==> src/design/hpgs_defs.vh <==
`ifndef HPGS_DEFS_VH
`define HPGS_DEFS_VH
// Register byte offsets
`define HPGS_OFF_CTRL    4'h0
`define HPGS_OFF_STATUS  4'h4
`define HPGS_OFF_LOAD    4'h8
// Control register field positions
`define HPGS_P7_LSB      6
`define HPGS_P8_LSB      9
`define HPGS_P9_LSB      12
// Reset value and control register field mask
`define HPGS_FUNC_RST    3'h0
`define HPGS_CTRL_MASK   32'h00007FC0
// Function codes
`define HPGS_F_GPI       3'h0
`define HPGS_F_GPO       3'h1
`define HPGS_F_C2        3'h2
`define HPGS_F_C3        3'h3
`define HPGS_F_C4        3'h4
`define HPGS_F_C5        3'h5
`define HPGS_F_C6        3'h6
`define HPGS_F_C7        3'h7
`endif

==> src/design/hpgs_pin_select.v <==
// Chosen here: the register addresses and the Avalon-MM interface to the registers.
`timescale 1ns/1ps
`include "hpgs_defs.vh"

// What this block does
// [RL1] Pin nine codes 100/101: attention indicators
// [RL2] Pin nine bits 14:12; 110/111 power indicators
// [RL3] Fields load from memory; reset to default
// [RL4] Strap high: pin nine is port3 power-on
// [RL5] Strap high: pin eight is port3 present
// [RL6] Software leaves strapped fields at default
// [RL7] Code 000 input default, 001 output
// [RL8] Pin eight 010/011: attention buttons
// [RL9] Pin eight 100/101: power-fault inputs
// [RL10] Pin eight 110/111: interlock engage outputs
// [RL11] Pin seven 010: port2 clock request
// [RL12] Pin seven 011: port2 latch sensor
// [RL13] Pin seven 110/111: port1/port3 latch sensors
// [RL14] Pin nine 010/011: interlock control outputs
// [RL15] Pin seven 100/101: port1/port3 power faults
// [RL16] Pin eight field bits 11:9, read/write
// [RL17] Slot inputs routed, slot outputs driven
module hpgs_pin_select (
  // Clock and reset
  input  wire        clk_sys,
  input  wire        rstn,
  // Avalon-MM slave
  input  wire [3:0]  avs_address,
  input  wire        avs_read,
  input  wire        avs_write,
  input  wire [31:0] avs_writedata,
  output reg  [31:0] avs_readdata,
  output reg         avs_waitrequest,
  // Configuration memory load and strap
  input  wire        cfg_mem_load_valid,
  input  wire [8:0]  cfg_mem_load_fields,
  input  wire        port_three_slot_strap,
  // Pins
  input  wire        general_pin_seven_in,
  output reg         general_pin_seven_out,
  output reg         general_pin_seven_oe,
  input  wire        general_pin_eight_in,
  output reg         general_pin_eight_out,
  output reg         general_pin_eight_oe,
  input  wire        general_pin_nine_in,
  output reg         general_pin_nine_out,
  output reg         general_pin_nine_oe,
  // General-purpose data
  input  wire [2:0]  gp_out_data,
  output reg  [2:0]  gp_in_data,
  // Hot-plug logic outputs toward pins
  input  wire        port1_attention_indicator,
  input  wire        port2_attention_indicator,
  input  wire        port1_power_indicator,
  input  wire        port2_power_indicator,
  input  wire        port1_interlock_control,
  input  wire        port2_interlock_control,
  input  wire        port1_interlock_engage,
  input  wire        port2_interlock_engage,
  input  wire        port2_clock_request,
  input  wire        slot_power_on_output,
  // Pin levels toward hot-plug logic
  output reg         port1_attention_button,
  output reg         port2_attention_button,
  output reg         port1_power_fault,
  output reg         port2_power_fault,
  output reg         port3_power_fault,
  output reg         latch_sensor_a,
  output reg         port2_latch_sensor,
  output reg         port3_latch_sensor,
  output reg         port3_card_present,
  output reg         strap_active
);

  reg  [2:0] pin_seven_function_field;
  reg  [2:0] pin_eight_function_field;
  reg  [2:0] pin_nine_function_field;
  reg        strap_taken_reg;
  reg  [2:0] pin_s1_reg;
  reg  [2:0] pin_s2_reg;
  reg        strap_s1_reg;
  reg        strap_s2_reg;
  reg        load_done_reg;
  reg        ack_reg;
  wire       req;
  wire [2:0] pin_in;
  reg  [2:0] p_out;
  reg  [2:0] p_oe;
  reg  [31:0] rd_next;
  wire        pin_eight_free;

  // Input route decode, shared by every routed slot signal except port3_card_present:
  // high only while the field selects the code and the pin is high,
  // so an unselected route never shows a stale pin level
  function route_hit;
    input [2:0] field;
    input [2:0] code;
    input       level;
    begin
      route_hit = (field == code) && level;
    end
  endfunction

  assign pin_in = {general_pin_nine_in, general_pin_eight_in, general_pin_seven_in};
  assign req    = (avs_read | avs_write) & ~ack_reg;

  // Pin eight keeps its field functions only while not strapped
  // [RL5] strap disables pin eight field
  assign pin_eight_free = ~strap_active;

  // Two-flop synchronisers for the pin levels
  // Only the second stage is read; the first may go metastable
  always @(posedge clk_sys or negedge rstn) begin
    if (!rstn) begin
      pin_s1_reg <= 3'h0;
      pin_s2_reg <= 3'h0;
    end else begin
      pin_s1_reg <= pin_in;
      pin_s2_reg <= pin_s1_reg;
    end
  end

  // Strap synchroniser, left out of reset on purpose:
  // the strap level held during reset is already settled
  // in the second stage when reset is released
  always @(posedge clk_sys) begin
    strap_s1_reg <= port_three_slot_strap;
    strap_s2_reg <= strap_s1_reg;
  end

  // Strap captured once, first edge after reset release;
  // later strap changes are ignored until the next reset
  // [RL4] strap capture
  always @(posedge clk_sys or negedge rstn) begin
    if (!rstn) begin
      strap_taken_reg <= 1'b0;
      strap_active    <= 1'b0;
    end else if (!strap_taken_reg) begin
      strap_taken_reg <= 1'b1;
      strap_active    <= strap_s2_reg;
    end
  end

  // Control fields: reset, memory load, software write
  // [RL3] load and reset
  always @(posedge clk_sys or negedge rstn) begin
    if (!rstn) begin
      pin_seven_function_field <= `HPGS_FUNC_RST;
      pin_eight_function_field <= `HPGS_FUNC_RST;
      pin_nine_function_field  <= `HPGS_FUNC_RST;
      load_done_reg            <= 1'b0;
    end else if (cfg_mem_load_valid) begin
      pin_seven_function_field <= cfg_mem_load_fields[2:0];
      pin_eight_function_field <= cfg_mem_load_fields[5:3];
      pin_nine_function_field  <= cfg_mem_load_fields[8:6];
      load_done_reg            <= 1'b1;
    // Bus write lands at the edge that answers it, while the
    // master still holds address and data; a load in the same
    // cycle wins and the write is lost
    end else if (!avs_waitrequest && avs_write && avs_address == `HPGS_OFF_CTRL) begin
      pin_seven_function_field <= avs_writedata[`HPGS_P7_LSB +: 3];
      // [RL16] pin eight field write
      pin_eight_function_field <= avs_writedata[`HPGS_P8_LSB +: 3];
      // [RL2] pin nine field write
      pin_nine_function_field  <= avs_writedata[`HPGS_P9_LSB +: 3];
    end
  end

  // Read mux
  always @* begin
    rd_next = 32'h00000000;
    case (avs_address)
      `HPGS_OFF_CTRL: begin
        rd_next[`HPGS_P7_LSB +: 3] = pin_seven_function_field;
        rd_next[`HPGS_P8_LSB +: 3] = pin_eight_function_field;
        rd_next[`HPGS_P9_LSB +: 3] = pin_nine_function_field;
      end
      `HPGS_OFF_STATUS: begin
        // Captured strap above the synced pin levels
        rd_next[3]   = strap_active;
        rd_next[2:0] = pin_s2_reg;
      end
      `HPGS_OFF_LOAD: begin
        // Set once a memory load has been seen
        rd_next[0] = load_done_reg;
      end
      default:          rd_next      = 32'h00000000;
    endcase
  end

  // Bus answer one cycle after request
  // The answer cycle blocks a new take, so a held request
  // is never answered twice
  always @(posedge clk_sys or negedge rstn) begin
    if (!rstn) begin
      ack_reg         <= 1'b0;
      avs_waitrequest <= 1'b1;
      avs_readdata    <= 32'h00000000;
    end else begin
      ack_reg         <= req;
      avs_waitrequest <= ~req;
      if (req && avs_read)
        avs_readdata <= rd_next;
    end
  end

  // Pin drive selection
  always @* begin
    p_out = gp_out_data;
    p_oe  = 3'h0;
    // [RL7] general-purpose modes
    if (pin_seven_function_field == `HPGS_F_GPO) p_oe[0] = 1'b1;
    if (pin_eight_function_field == `HPGS_F_GPO) p_oe[1] = 1'b1;
    if (pin_nine_function_field  == `HPGS_F_GPO) p_oe[2] = 1'b1;
    // [RL11] clock request output
    if (pin_seven_function_field == `HPGS_F_C2) begin
      p_oe[0]  = 1'b1;
      p_out[0] = port2_clock_request;
    end
    // [RL10] interlock engage outputs
    if (pin_eight_function_field == `HPGS_F_C6 || pin_eight_function_field == `HPGS_F_C7) begin
      p_oe[1]  = 1'b1;
      p_out[1] = pin_eight_function_field[0] ? port2_interlock_engage : port1_interlock_engage;
    end
    // [RL1] [RL2] [RL14] pin nine outputs
    case (pin_nine_function_field)
      `HPGS_F_C2: begin
        p_oe[2]  = 1'b1;
        p_out[2] = port1_interlock_control;
      end
      `HPGS_F_C3: begin
        p_oe[2]  = 1'b1;
        p_out[2] = port2_interlock_control;
      end
      `HPGS_F_C4: begin
        p_oe[2]  = 1'b1;
        p_out[2] = port1_attention_indicator;
      end
      `HPGS_F_C5: begin
        p_oe[2]  = 1'b1;
        p_out[2] = port2_attention_indicator;
      end
      `HPGS_F_C6: begin
        p_oe[2]  = 1'b1;
        p_out[2] = port1_power_indicator;
      end
      `HPGS_F_C7: begin
        p_oe[2]  = 1'b1;
        p_out[2] = port2_power_indicator;
      end
      default: begin end
    endcase
    // [RL4] strap overrides pin nine
    if (strap_active) begin
      p_oe[2]  = 1'b1;
      p_out[2] = slot_power_on_output;
      // [RL5] pin eight input only
      p_oe[1]  = 1'b0;
    end
  end

  // Registered pins and routed inputs
  // [RL17] routing of slot signals
  always @(posedge clk_sys or negedge rstn) begin
    if (!rstn) begin
      {general_pin_nine_out, general_pin_eight_out, general_pin_seven_out} <= 3'h0;
      {general_pin_nine_oe, general_pin_eight_oe, general_pin_seven_oe}    <= 3'h0;
      gp_in_data             <= 3'h0;
      port1_attention_button <= 1'b0;
      port2_attention_button <= 1'b0;
      port1_power_fault      <= 1'b0;
      port2_power_fault      <= 1'b0;
      port3_power_fault      <= 1'b0;
      latch_sensor_a         <= 1'b0;
      port2_latch_sensor     <= 1'b0;
      port3_latch_sensor     <= 1'b0;
      port3_card_present     <= 1'b0;
    end else begin
      {general_pin_nine_out, general_pin_eight_out, general_pin_seven_out} <= p_out;
      {general_pin_nine_oe, general_pin_eight_oe, general_pin_seven_oe}    <= p_oe;
      // Synced levels for general-purpose reads, whatever the mode
      gp_in_data <= pin_s2_reg;
      // [RL8] attention buttons
      port1_attention_button <= pin_eight_free && route_hit(pin_eight_function_field, `HPGS_F_C2, pin_s2_reg[1]);
      port2_attention_button <= pin_eight_free && route_hit(pin_eight_function_field, `HPGS_F_C3, pin_s2_reg[1]);
      // [RL9] [RL15] power-fault inputs
      // Port 1 may come from pin eight or from pin seven
      port1_power_fault <= (pin_eight_free && route_hit(pin_eight_function_field, `HPGS_F_C4, pin_s2_reg[1])) ||
                           route_hit(pin_seven_function_field, `HPGS_F_C4, pin_s2_reg[0]);
      port2_power_fault <= pin_eight_free && route_hit(pin_eight_function_field, `HPGS_F_C5, pin_s2_reg[1]);
      port3_power_fault <= route_hit(pin_seven_function_field, `HPGS_F_C5, pin_s2_reg[0]);
      // [RL12] [RL13] latch sensors
      latch_sensor_a     <= route_hit(pin_seven_function_field, `HPGS_F_C6, pin_s2_reg[0]);
      port2_latch_sensor <= route_hit(pin_seven_function_field, `HPGS_F_C3, pin_s2_reg[0]);
      port3_latch_sensor <= route_hit(pin_seven_function_field, `HPGS_F_C7, pin_s2_reg[0]);
      // [RL5] card present from pin eight
      port3_card_present <= strap_active && pin_s2_reg[1];
    end
  end

endmodule // hpgs_pin_select

==> config.mk <==
export PLATFORM = sky130hd
export DESIGN_NAME = hpgs_pin_select
export DESIGN_NICKNAME = d
export VERILOG_FILES = /design/src/design/hpgs_pin_select.v
export VERILOG_INCLUDE_DIRS = /design/src /design/src/design
export SDC_FILE = /design/constraint.sdc
export NUM_CORES = 1
export LEC_CHECK = 0
export ABC_AREA = 1
export ABC_CLOCK_PERIOD_IN_PS = 3500
export BUFFER_PORTS_ARGS = -buffer_cell sky130_fd_sc_hd__buf_2
export CAP_MARGIN = 10
export CORE_MARGIN = 5
export CORE_UTILIZATION = 40
export CTS_CLUSTER_DIAMETER = 60
export CTS_CLUSTER_SIZE = 40
export DETAILED_ROUTE_END_ITERATION = 8
export PLACE_DENSITY = 0.82
export SYNTH_ARGS = -nofsm -noshare
export SYNTH_HDL_FRONTEND = slang
export SYNTH_SLANG_ARGS = --single-unit
export TNS_END_PERCENT = 5
==> constraint.sdc <==
create_clock -name clk_sys -period 3.5 [get_ports clk_sys]
set_clock_uncertainty 0.1 [all_clocks]
set_input_delay 0 -clock clk_sys [delete_from_list [all_inputs] [get_ports clk_sys]]
set_output_delay 0 -clock clk_sys [all_outputs]
set_load 0.005 [all_outputs]
; ---- Yosys cells after proc, flatten, opt, wreduce, memory -nomap -nowiden
; Index checks and enable logic that the tools add are counted.
[op_classes]
n_eq_ne = 23
muxes = 21
n_bitwise = 5
reduce_logical = 23
[ops]
columns = cell, count
row1 = == test 3 bit (second input constant), 12
row2 = two-way mux 3 bit, 7
row3 = == test 3 x 2 -> 1 bit (second input constant), 6
row4 = logical AND 1 bit, 17
row5 = two-way mux 1 bit, 10
row6 = == test 3 x 1 -> 1 bit (second input constant), 3
row7 = two-way mux 9 bit, 1
row8 = one-hot mux 1 bit (6 select lines), 1
row9 = OR reduction 6 bit, 1
row10 = == test 4 x 3 -> 1 bit (second input constant), 1
row11 = == test 4 bit (second input constant), 1
row12 = logical NOT 4 bit, 1
row13 = inverter 1 bit, 3
row14 = logical OR 1 bit, 2
row15 = two-way mux 2 bit, 1
row16 = one-hot mux 1 bit (2 select lines), 1
row17 = nonzero test 2 bit, 1
row18 = AND 1 bit, 1
row19 = logical NOT 1 bit, 1
row20 = bitwise OR 1 bit, 1
[totals]
regBits = 53
input_bits = 67
out_inout_bits = 52
elab_cells = 101

; ---- Longest topological paths before layout
; Gate-level depths: netlist of the first run.
[depth]
ltp_word = 5
ltp_mapped = 7
ltp_nobuf = 7

; ---- Least setup slack after synthesis of the first run
; Ideal clock, no wire load.
[synth_timing]
path_type = reg2reg
start = reg avs_waitrequest
end = reg pin_eight_function_field[0]
arrival_time_ns = 0.953
required_ns = 3.282
setup_slack_ns = 2.329
path_stages_with_launch = 6
path_buffers = 0
synth_period_minus_slack_ns = 1.171
cell_sequence = dfstp_2 > inv_1 > nand4_2 > nand2_2 > nand2_1 > nand2_1
[synth_between]
elab_chain_cells = 4
[synth_lines]
columns = element, line
row1 = start: declaration, hpgs_pin_select.v:33  ; output reg avs_waitrequest,
row2 = start signal: assignment, hpgs_pin_select.v:201  ; avs_waitrequest <= ~req;
row3 = logical NOT 1 bit, hpgs_pin_select.v:160  ; end else if (!avs_waitrequest && avs_write && avs_address == `HPGS_OFF_CTRL) begin
row4 = logical AND 1 bit, hpgs_pin_select.v:160
row5 = logical AND 1 bit (no line), --
row6 = nonzero test 2 bit (no line), --
row7 = end signal: assignment, hpgs_pin_select.v:149  ; pin_eight_function_field <= `HPGS_FUNC_RST;
row8 = end signal: assignment, hpgs_pin_select.v:154  ; pin_eight_function_field <= cfg_mem_load_fields[5:3];
row9 = end signal: assignment, hpgs_pin_select.v:163  ; pin_eight_function_field <= avs_writedata[`HPGS_P8_LSB +: 3];
row10 = end: declaration, hpgs_pin_select.v:76  ; reg [2:0] pin_eight_function_field;
; Every way passes these cells.
; A chain may end at the register's enable or synchronous reset.

; ---- Worst setup path in the final report of the first run
[layout_timing]
start = in cfg_mem_load_valid
end = reg pin_nine_function_field[2]
[layout_between]
elab_chain_cells = 1
[layout_lines]
columns = element, line
row1 = start: declaration, hpgs_pin_select.v:35  ; input wire cfg_mem_load_valid,
row2 = two-way mux 3 bit or nonzero test 2 bit (tied branches), --
row3 = end signal: assignment, hpgs_pin_select.v:150  ; pin_nine_function_field <= `HPGS_FUNC_RST;
row4 = end signal: assignment, hpgs_pin_select.v:155  ; pin_nine_function_field <= cfg_mem_load_fields[8:6];
row5 = end signal: assignment, hpgs_pin_select.v:165  ; pin_nine_function_field <= avs_writedata[`HPGS_P9_LSB +: 3];
row6 = end: declaration, hpgs_pin_select.v:77  ; reg [2:0] pin_nine_function_field;
; Several ways; a longest one is shown, not always the timed one.

==> impl_metrics.json, run 1 <==
{
  "hold_violations": 0,
  "cts_made_buffers": 5,
  "hpwl_mm": 3.437,
  "tns_ns": 0,
  "timing.fmax_ghz": 0.6058,
  "ys_ff_latch": 53,
  "cts_tree": "yes",
  "rows": 26,
  "cts.sink_count": 53,
  "finalSetupViolCount": 0,
  "place.gp.congestion": 0.8176,
  "yosys_warnings": 0,
  "crit_required_ns": 3.64,
  "cp_max_fo": 19,
  "ant_nets": 0,
  "status": "finished clean",
  "tightestPinTransition_ns": 1.042,
  "leakagePower_nw": 1.669,
  "seqCellArea_um2": 1318,
  "relSlewSlack_pct": 30.56,
  "postLayoutCoreUtil_pct": 58.05,
  "clock_path_buffers": 2,
  "yosysSeqAreaShare_pct": 60.41,
  "drc": 0,
  "ios": 119,
  "vias": 1875,
  "drt-total-wl_mm": 4.766,
  "avgSynthCellArea_um2": 9.125,
  "grt_setup_unrepaired": "no",
  "top_register": "avs_readdata",
  "synth_top_area_share_pct": 57.37,
  "period_minus_slack_ns": 1.651,
  "grt_pass1_wl_mm": 8.245,
  "cp-end-kind": "flip-flop",
  "startpoint_type": "input pin",
  "netlist_area_um2": 2181,
  "multiInputGateArea_um2": 699.4,
  "antenna_cells": 0,
  "drt_iter0_markers": 99,
  "drive_gt1_share_pct": 25.63,
  "synthTopCellsByArea": "dfrtp_1 57%, nand2_1 14%, buf_4 6.5%",
  "coreArea_um2": 5205,
  "die_y_um": 83.84,
  "via_per_inst": 4.412,
  "grt_pass1_vias": 1838,
  "root_buffer": "clkbuf_8",
  "initial_core_util_pct": 41.90,
  "mostFrequentLayoutCell": "nand2_1",
  "dieArea_um2": 7029,
  "antenna_found_initial": 0,
  "layout_common_cells": "83 x nand2_1, 76 x buf_2, 50 x dfrtp_1",
  "drt-pass1-iter-count": 4,
  "yosys.cell_types.count": 24,
  "ir_drop_uv": 160.5,
  "post_drt_wl_per_cell_um": 11.21,
  "syn_inst": 239,
  "io_buffers": 76,
  "clk_latency_ns": 0.30,
  "maxSlewViolCount": 0,
  "hp-class": "input pin to flip-flop",
  "htreeDepth": 2,
  "yosys.area.top_type": "dfrtp_1",
  "fin_nets": 421,
  "fillers": 468,
  "dp.cells": 381,
  "grt_max_degree": 52,
  "final_cells": 425,
  "finalCritPeriodShare_pct": 47.17,
  "gr-total-overflow": 0,
  "syn_to_final_growth_pct": 38.55,
  "p_per_area_nw_per_um2": 403.6,
  "drv_cap": 0,
  "largest_register_ff_count": 13,
  "die_w_um": 83.84,
  "clk_pin_slew_ns": 0.09,
  "arrival_ns": 1.79,
  "grt_use_total_pct": 14.54,
  "crit_type": "input pin to flip-flop"
}
-- cell type report --
type | instances | area share (%)
multi-input cells | 162 | 23.15
clock inverters | 1 | 0.1656
flip-flops and latches | 53 | 43.60
inverters | 20 | 2.484
repair buffers | 112 | 24.51
clock buffers | 7 | 3.188
well taps | 70 | 2.899
-- synthesized netlist by cell type --
| cell | count |
|---|---|
| a21oi_1 | 3 |
| buf_2 | 2 |
| buf_4 | 19 |
| clkbuf_1 | 1 |
| conb_1 | 2 |
| dfrtp_1 | 50 |
| dfstp_2 | 1 |
| dfxtp_1 | 2 |
| inv_1 | 19 |
| inv_2 | 1 |
| nand2_1 | 83 |
| nand2_2 | 1 |
| nand3_1 | 18 |
| nand4_1 | 4 |
| nand4_2 | 1 |
| nor2_1 | 10 |
| nor2_2 | 1 |
| nor2_4 | 1 |
| nor3_1 | 1 |
| nor4_1 | 2 |
| o21ai_0 | 13 |
| o22ai_1 | 2 |
| o31ai_1 | 1 |
| or2_2 | 1 |
-- critical path, stage by stage --
cell	delay, ns
dlygate4sd3_1	0.53
buf_2	0.18
inv_2	0.26
nand2_1	0.10
nand2_1	0.07
dlygate4sd3_1	0.54
nand2_1	0.05
nand2_1	0.06
-- report_power, final --
group          internal (mW)  switching, mW  leakage, nW
logic                 0.0913         0.0955        0.953
clock network          0.179          0.176       0.0542
registers              0.652         0.0267        0.662
total                  0.922          0.298         1.67
-- routing by layer --
layer | GRT usage (%) | vias up | share of wire (%)
li1 | - | 950 | -
met1 | 15.94 | 841 | 40
met2 | 26.17 | 75 | 50
met3 | 4.245 | 9 | 7.9
met4 | 5.848 | 0 | 2.5
met5 | 0 | - | 0
-- metrics by stage --
| stage | setup WS, ns | instance area (um^2) | hold WS (ns) | power [mW] |
|---|---|---|---|---|
| final | 1.849 | 3022 | 0.01055 | 1.220 |
| after global routing | 1.686 | 3022 | 0.04852 | 1.299 |
| after CTS | 1.851 | 3022 | 0.001792 | 1.235 |
| after detailed placement | 2.158 | 2560 | 0.003630 | 0.8420 |
| after global placement | 2.183 | 2560 | 0.004914 | 0.8372 |
| after floorplan | 2.329 | 2248 | -0.3956 | 0.7793 |
-- path summary, 6_finish.rpt --
kind | start | to | slack [ns] | cells past startpoint
hold / removal | avs_address[0] | avs_readdata[2] | 0.01 | 4
min in group asynchronous | rstn | avs_readdata[2] | 0.32 | 2
setup / recovery | cfg_mem_load_valid | pin_nine_function_field[2] | 1.85 | 8
hold reg to reg | strap_s1_reg | strap_s2_reg | 0.24 | 0
max in group asynchronous | rstn | port2_power_fault | 2.34 | 2
setup reg to reg | pin_nine_function_field[0] | general_pin_nine_out | 1.85 | 8
-- kinds of logic (layout without fill, tap and decap cells) --
family | count (synthesis) | count (layout) | share of synthesized area, %
AOI/OAI and AO/OA | 19 | 19 | 4.590
buffers and inverters | 42 | 140 | 10.61
DFF | 53 | 53 | 60.41
other | 2 | 20 | 0.3444
and+or+nand+nor | 123 | 123 | 24.04
-- timing repair --
item	CTS	global route
buffers inserted	0	0
hold buffers	36	0
gates resized for setup	0	0
hold endpoints to repair	73	0
Power figures use the tool's default switching activity.
==> run 2, diff against run 1 <==
ABC_CLOCK_PERIOD_IN_PS = 1550   (was 3500)
clock period = 1.55 ns   (was 3.5 ns; I/O delays follow)
==> run 2 against run 1 <==
Non-clock buffer count grew 5. Highest routed layer unchanged. Core utilization rose by 1.2 points. Die area stayed put. Critical path type unchanged.
==> impl_metrics.json, run 2 (synthesis gave the netlist of run 1 again) <==
{
  "status": "finished clean",
  "crit_required_ns": 1.64,
  "rows": 26,
  "drc": 0,
  "grt_use_total_pct": 14.85,
  "grt_max_degree": 21,
  "antenna_found_initial": 0,
  "vias": 1895,
  "hold_violations": 0,
  "io_buffers": 76,
  "ios": 119,
  "cp-startpoint": "avs_read",
  "post_drt_wl_per_cell_um": 11.66,
  "r2r_end": "avs_readdata[0]",
  "maxSlewViolCount": 0,
  "mostFrequentLayoutCell": "nand2_1",
  "hp-start": "avs_address[0]",
  "drive_gt1_share_pct": 26.94,
  "rrSetupSlack_ns": 0.12,
  "grt_pass1_wl_mm": 8.480,
  "hp-class": "input pin to flip-flop",
  "drt-pass1-iter-count": 5,
  "clk_pin_slew_ns": 0.08,
  "p_per_area_nw_per_um2": 938.2,
  "fin_hold_ws_ns": 0.01285,
  "initial_core_util_pct": 41.90,
  "crit_type": "input pin to flip-flop",
  "period_minus_slack_ns": 1.469,
  "htreeDepth": 2,
  "root_buffer": "clkbuf_8",
  "largest_register_ff_count": 13,
  "drt_iter0_markers": 89,
  "reg2regPathDepth": 5,
  "grt_pass1_vias": 1889,
  "ir_drop_uv": 397.2,
  "gr-total-overflow": 0,
  "r2r-start": "pin_s2_reg[0]",
  "cts_made_buffers": 5,
  "fillers": 475,
  "drt-total-wl_mm": 5.014,
  "clk_latency_ns": 0.29,
  "arrival_ns": 1.56,
  "layout_common_cells": "83 x nand2_1, 76 x buf_2, 48 x dfrtp_1",
  "startpoint_type": "input pin",
  "syn_to_final_growth_pct": 41.42,
  "grt_setup_unrepaired": "no",
  "timing.fmax_ghz": 0.6808,
  "finalCritPeriodShare_pct": 94.76,
  "hold_end": "avs_readdata[3]",
  "fin_nets": 426,
  "coreArea_um2": 5205,
  "hpwl_mm": 3.600,
  "via_per_inst": 4.407,
  "totalPowerFinal_mw": 2.894,
  "leakagePower_nw": 1.696,
  "cts_tree": "yes",
  "top_register": "avs_readdata",
  "dp.cells": 383,
  "die_w_um": 83.84,
  "pre_cts_ws_ns": 0.1996,
  "cp-end-kind": "flip-flop",
  "ant_nets": 0,
  "final_cells": 430,
  "dieArea_um2": 7029,
  "fin_ws_ns": 0.08123,
  "whs_path_depth": 4,
  "cp_max_fo": 6,
  "place.gp.congestion": 0.8379,
  "antenna_cells": 0,
  "clock_path_buffers": 2,
  "die_y_um": 83.84,
  "finalSetupViolCount": 0,
  "cts.sink_count": 53,
  "tns_ns": 0,
  "drv_cap": 0
}
## run 2: cell count changes in the layout (fill, tap and decap cells not counted), sizes merged
cell         previous run  this run
buf                    76        79
bufinv                  0         1
clkinv                  1         0
dlygate4sd3            36        38
## run 2: report_power, final
group	internal [mW]	switching, mW
Combinational	0.211	0.220
Clock	0.526	0.402
Sequential	1.47	0.0623
## run 2: worst max-delay path by stage
stage	endpoint
detailed placement	avs_readdata[2]
global placement	avs_readdata[7]
global route	avs_readdata[0]
floorplan	pin_eight_function_field[0]
CTS	general_pin_eight_out
finish	avs_readdata[0]
## run 2: per-layer routing
| layer | global-route usage, % | part of all wire [%] |
|---|---|---|
| met3 | 3.060 | 6.3 |
| met5 | 0 | 0 |
| met2 | 25.67 | 49 |
| met4 | 8.918 | 3.5 |
| met1 | 16.74 | 41 |
## run 2: through the flow
stage | util (%) | instance area [um^2]
global route | 59.25 | 3084
CTS | 58.82 | 3062
floorplan | - | 2248
global placement | 49.47 | 2575
detailed placement | 49.47 | 2575
finish | 59.25 | 3084
## run 2: final cells by class
| type | count | area, um^2 | share of cell area [%] |
|---|---|---|---|
| clock inverter | 1 | 30.03 | 0.9736 |
| clock buffer | 7 | 86.33 | 2.799 |
| tap | 70 | 87.58 | 2.840 |
| multi-input combinational | 162 | 701.9 | 22.76 |
| timing repair buffer | 117 | 783.3 | 25.40 |
| inverter | 20 | 75.07 | 2.434 |
| sequential | 53 | 1320 | 42.80 |
## run 2: what timing repair did
action	CTS	global route
endpoints found under the setup margin	0	2
buffers inserted	0	1
hold buffers	37	2
endpoints found under the hold margin	72	1
resized for setup	0	4
## run 2: worst max-delay path, cell delays in order
cell and delay (ns):
dlygate4sd3_1 0.54, buf_2 0.16, nor2_2 0.13, nor2_4 0.07, nand3_1 0.07, dlygate4sd3_1 0.54
nand2_1 0.05
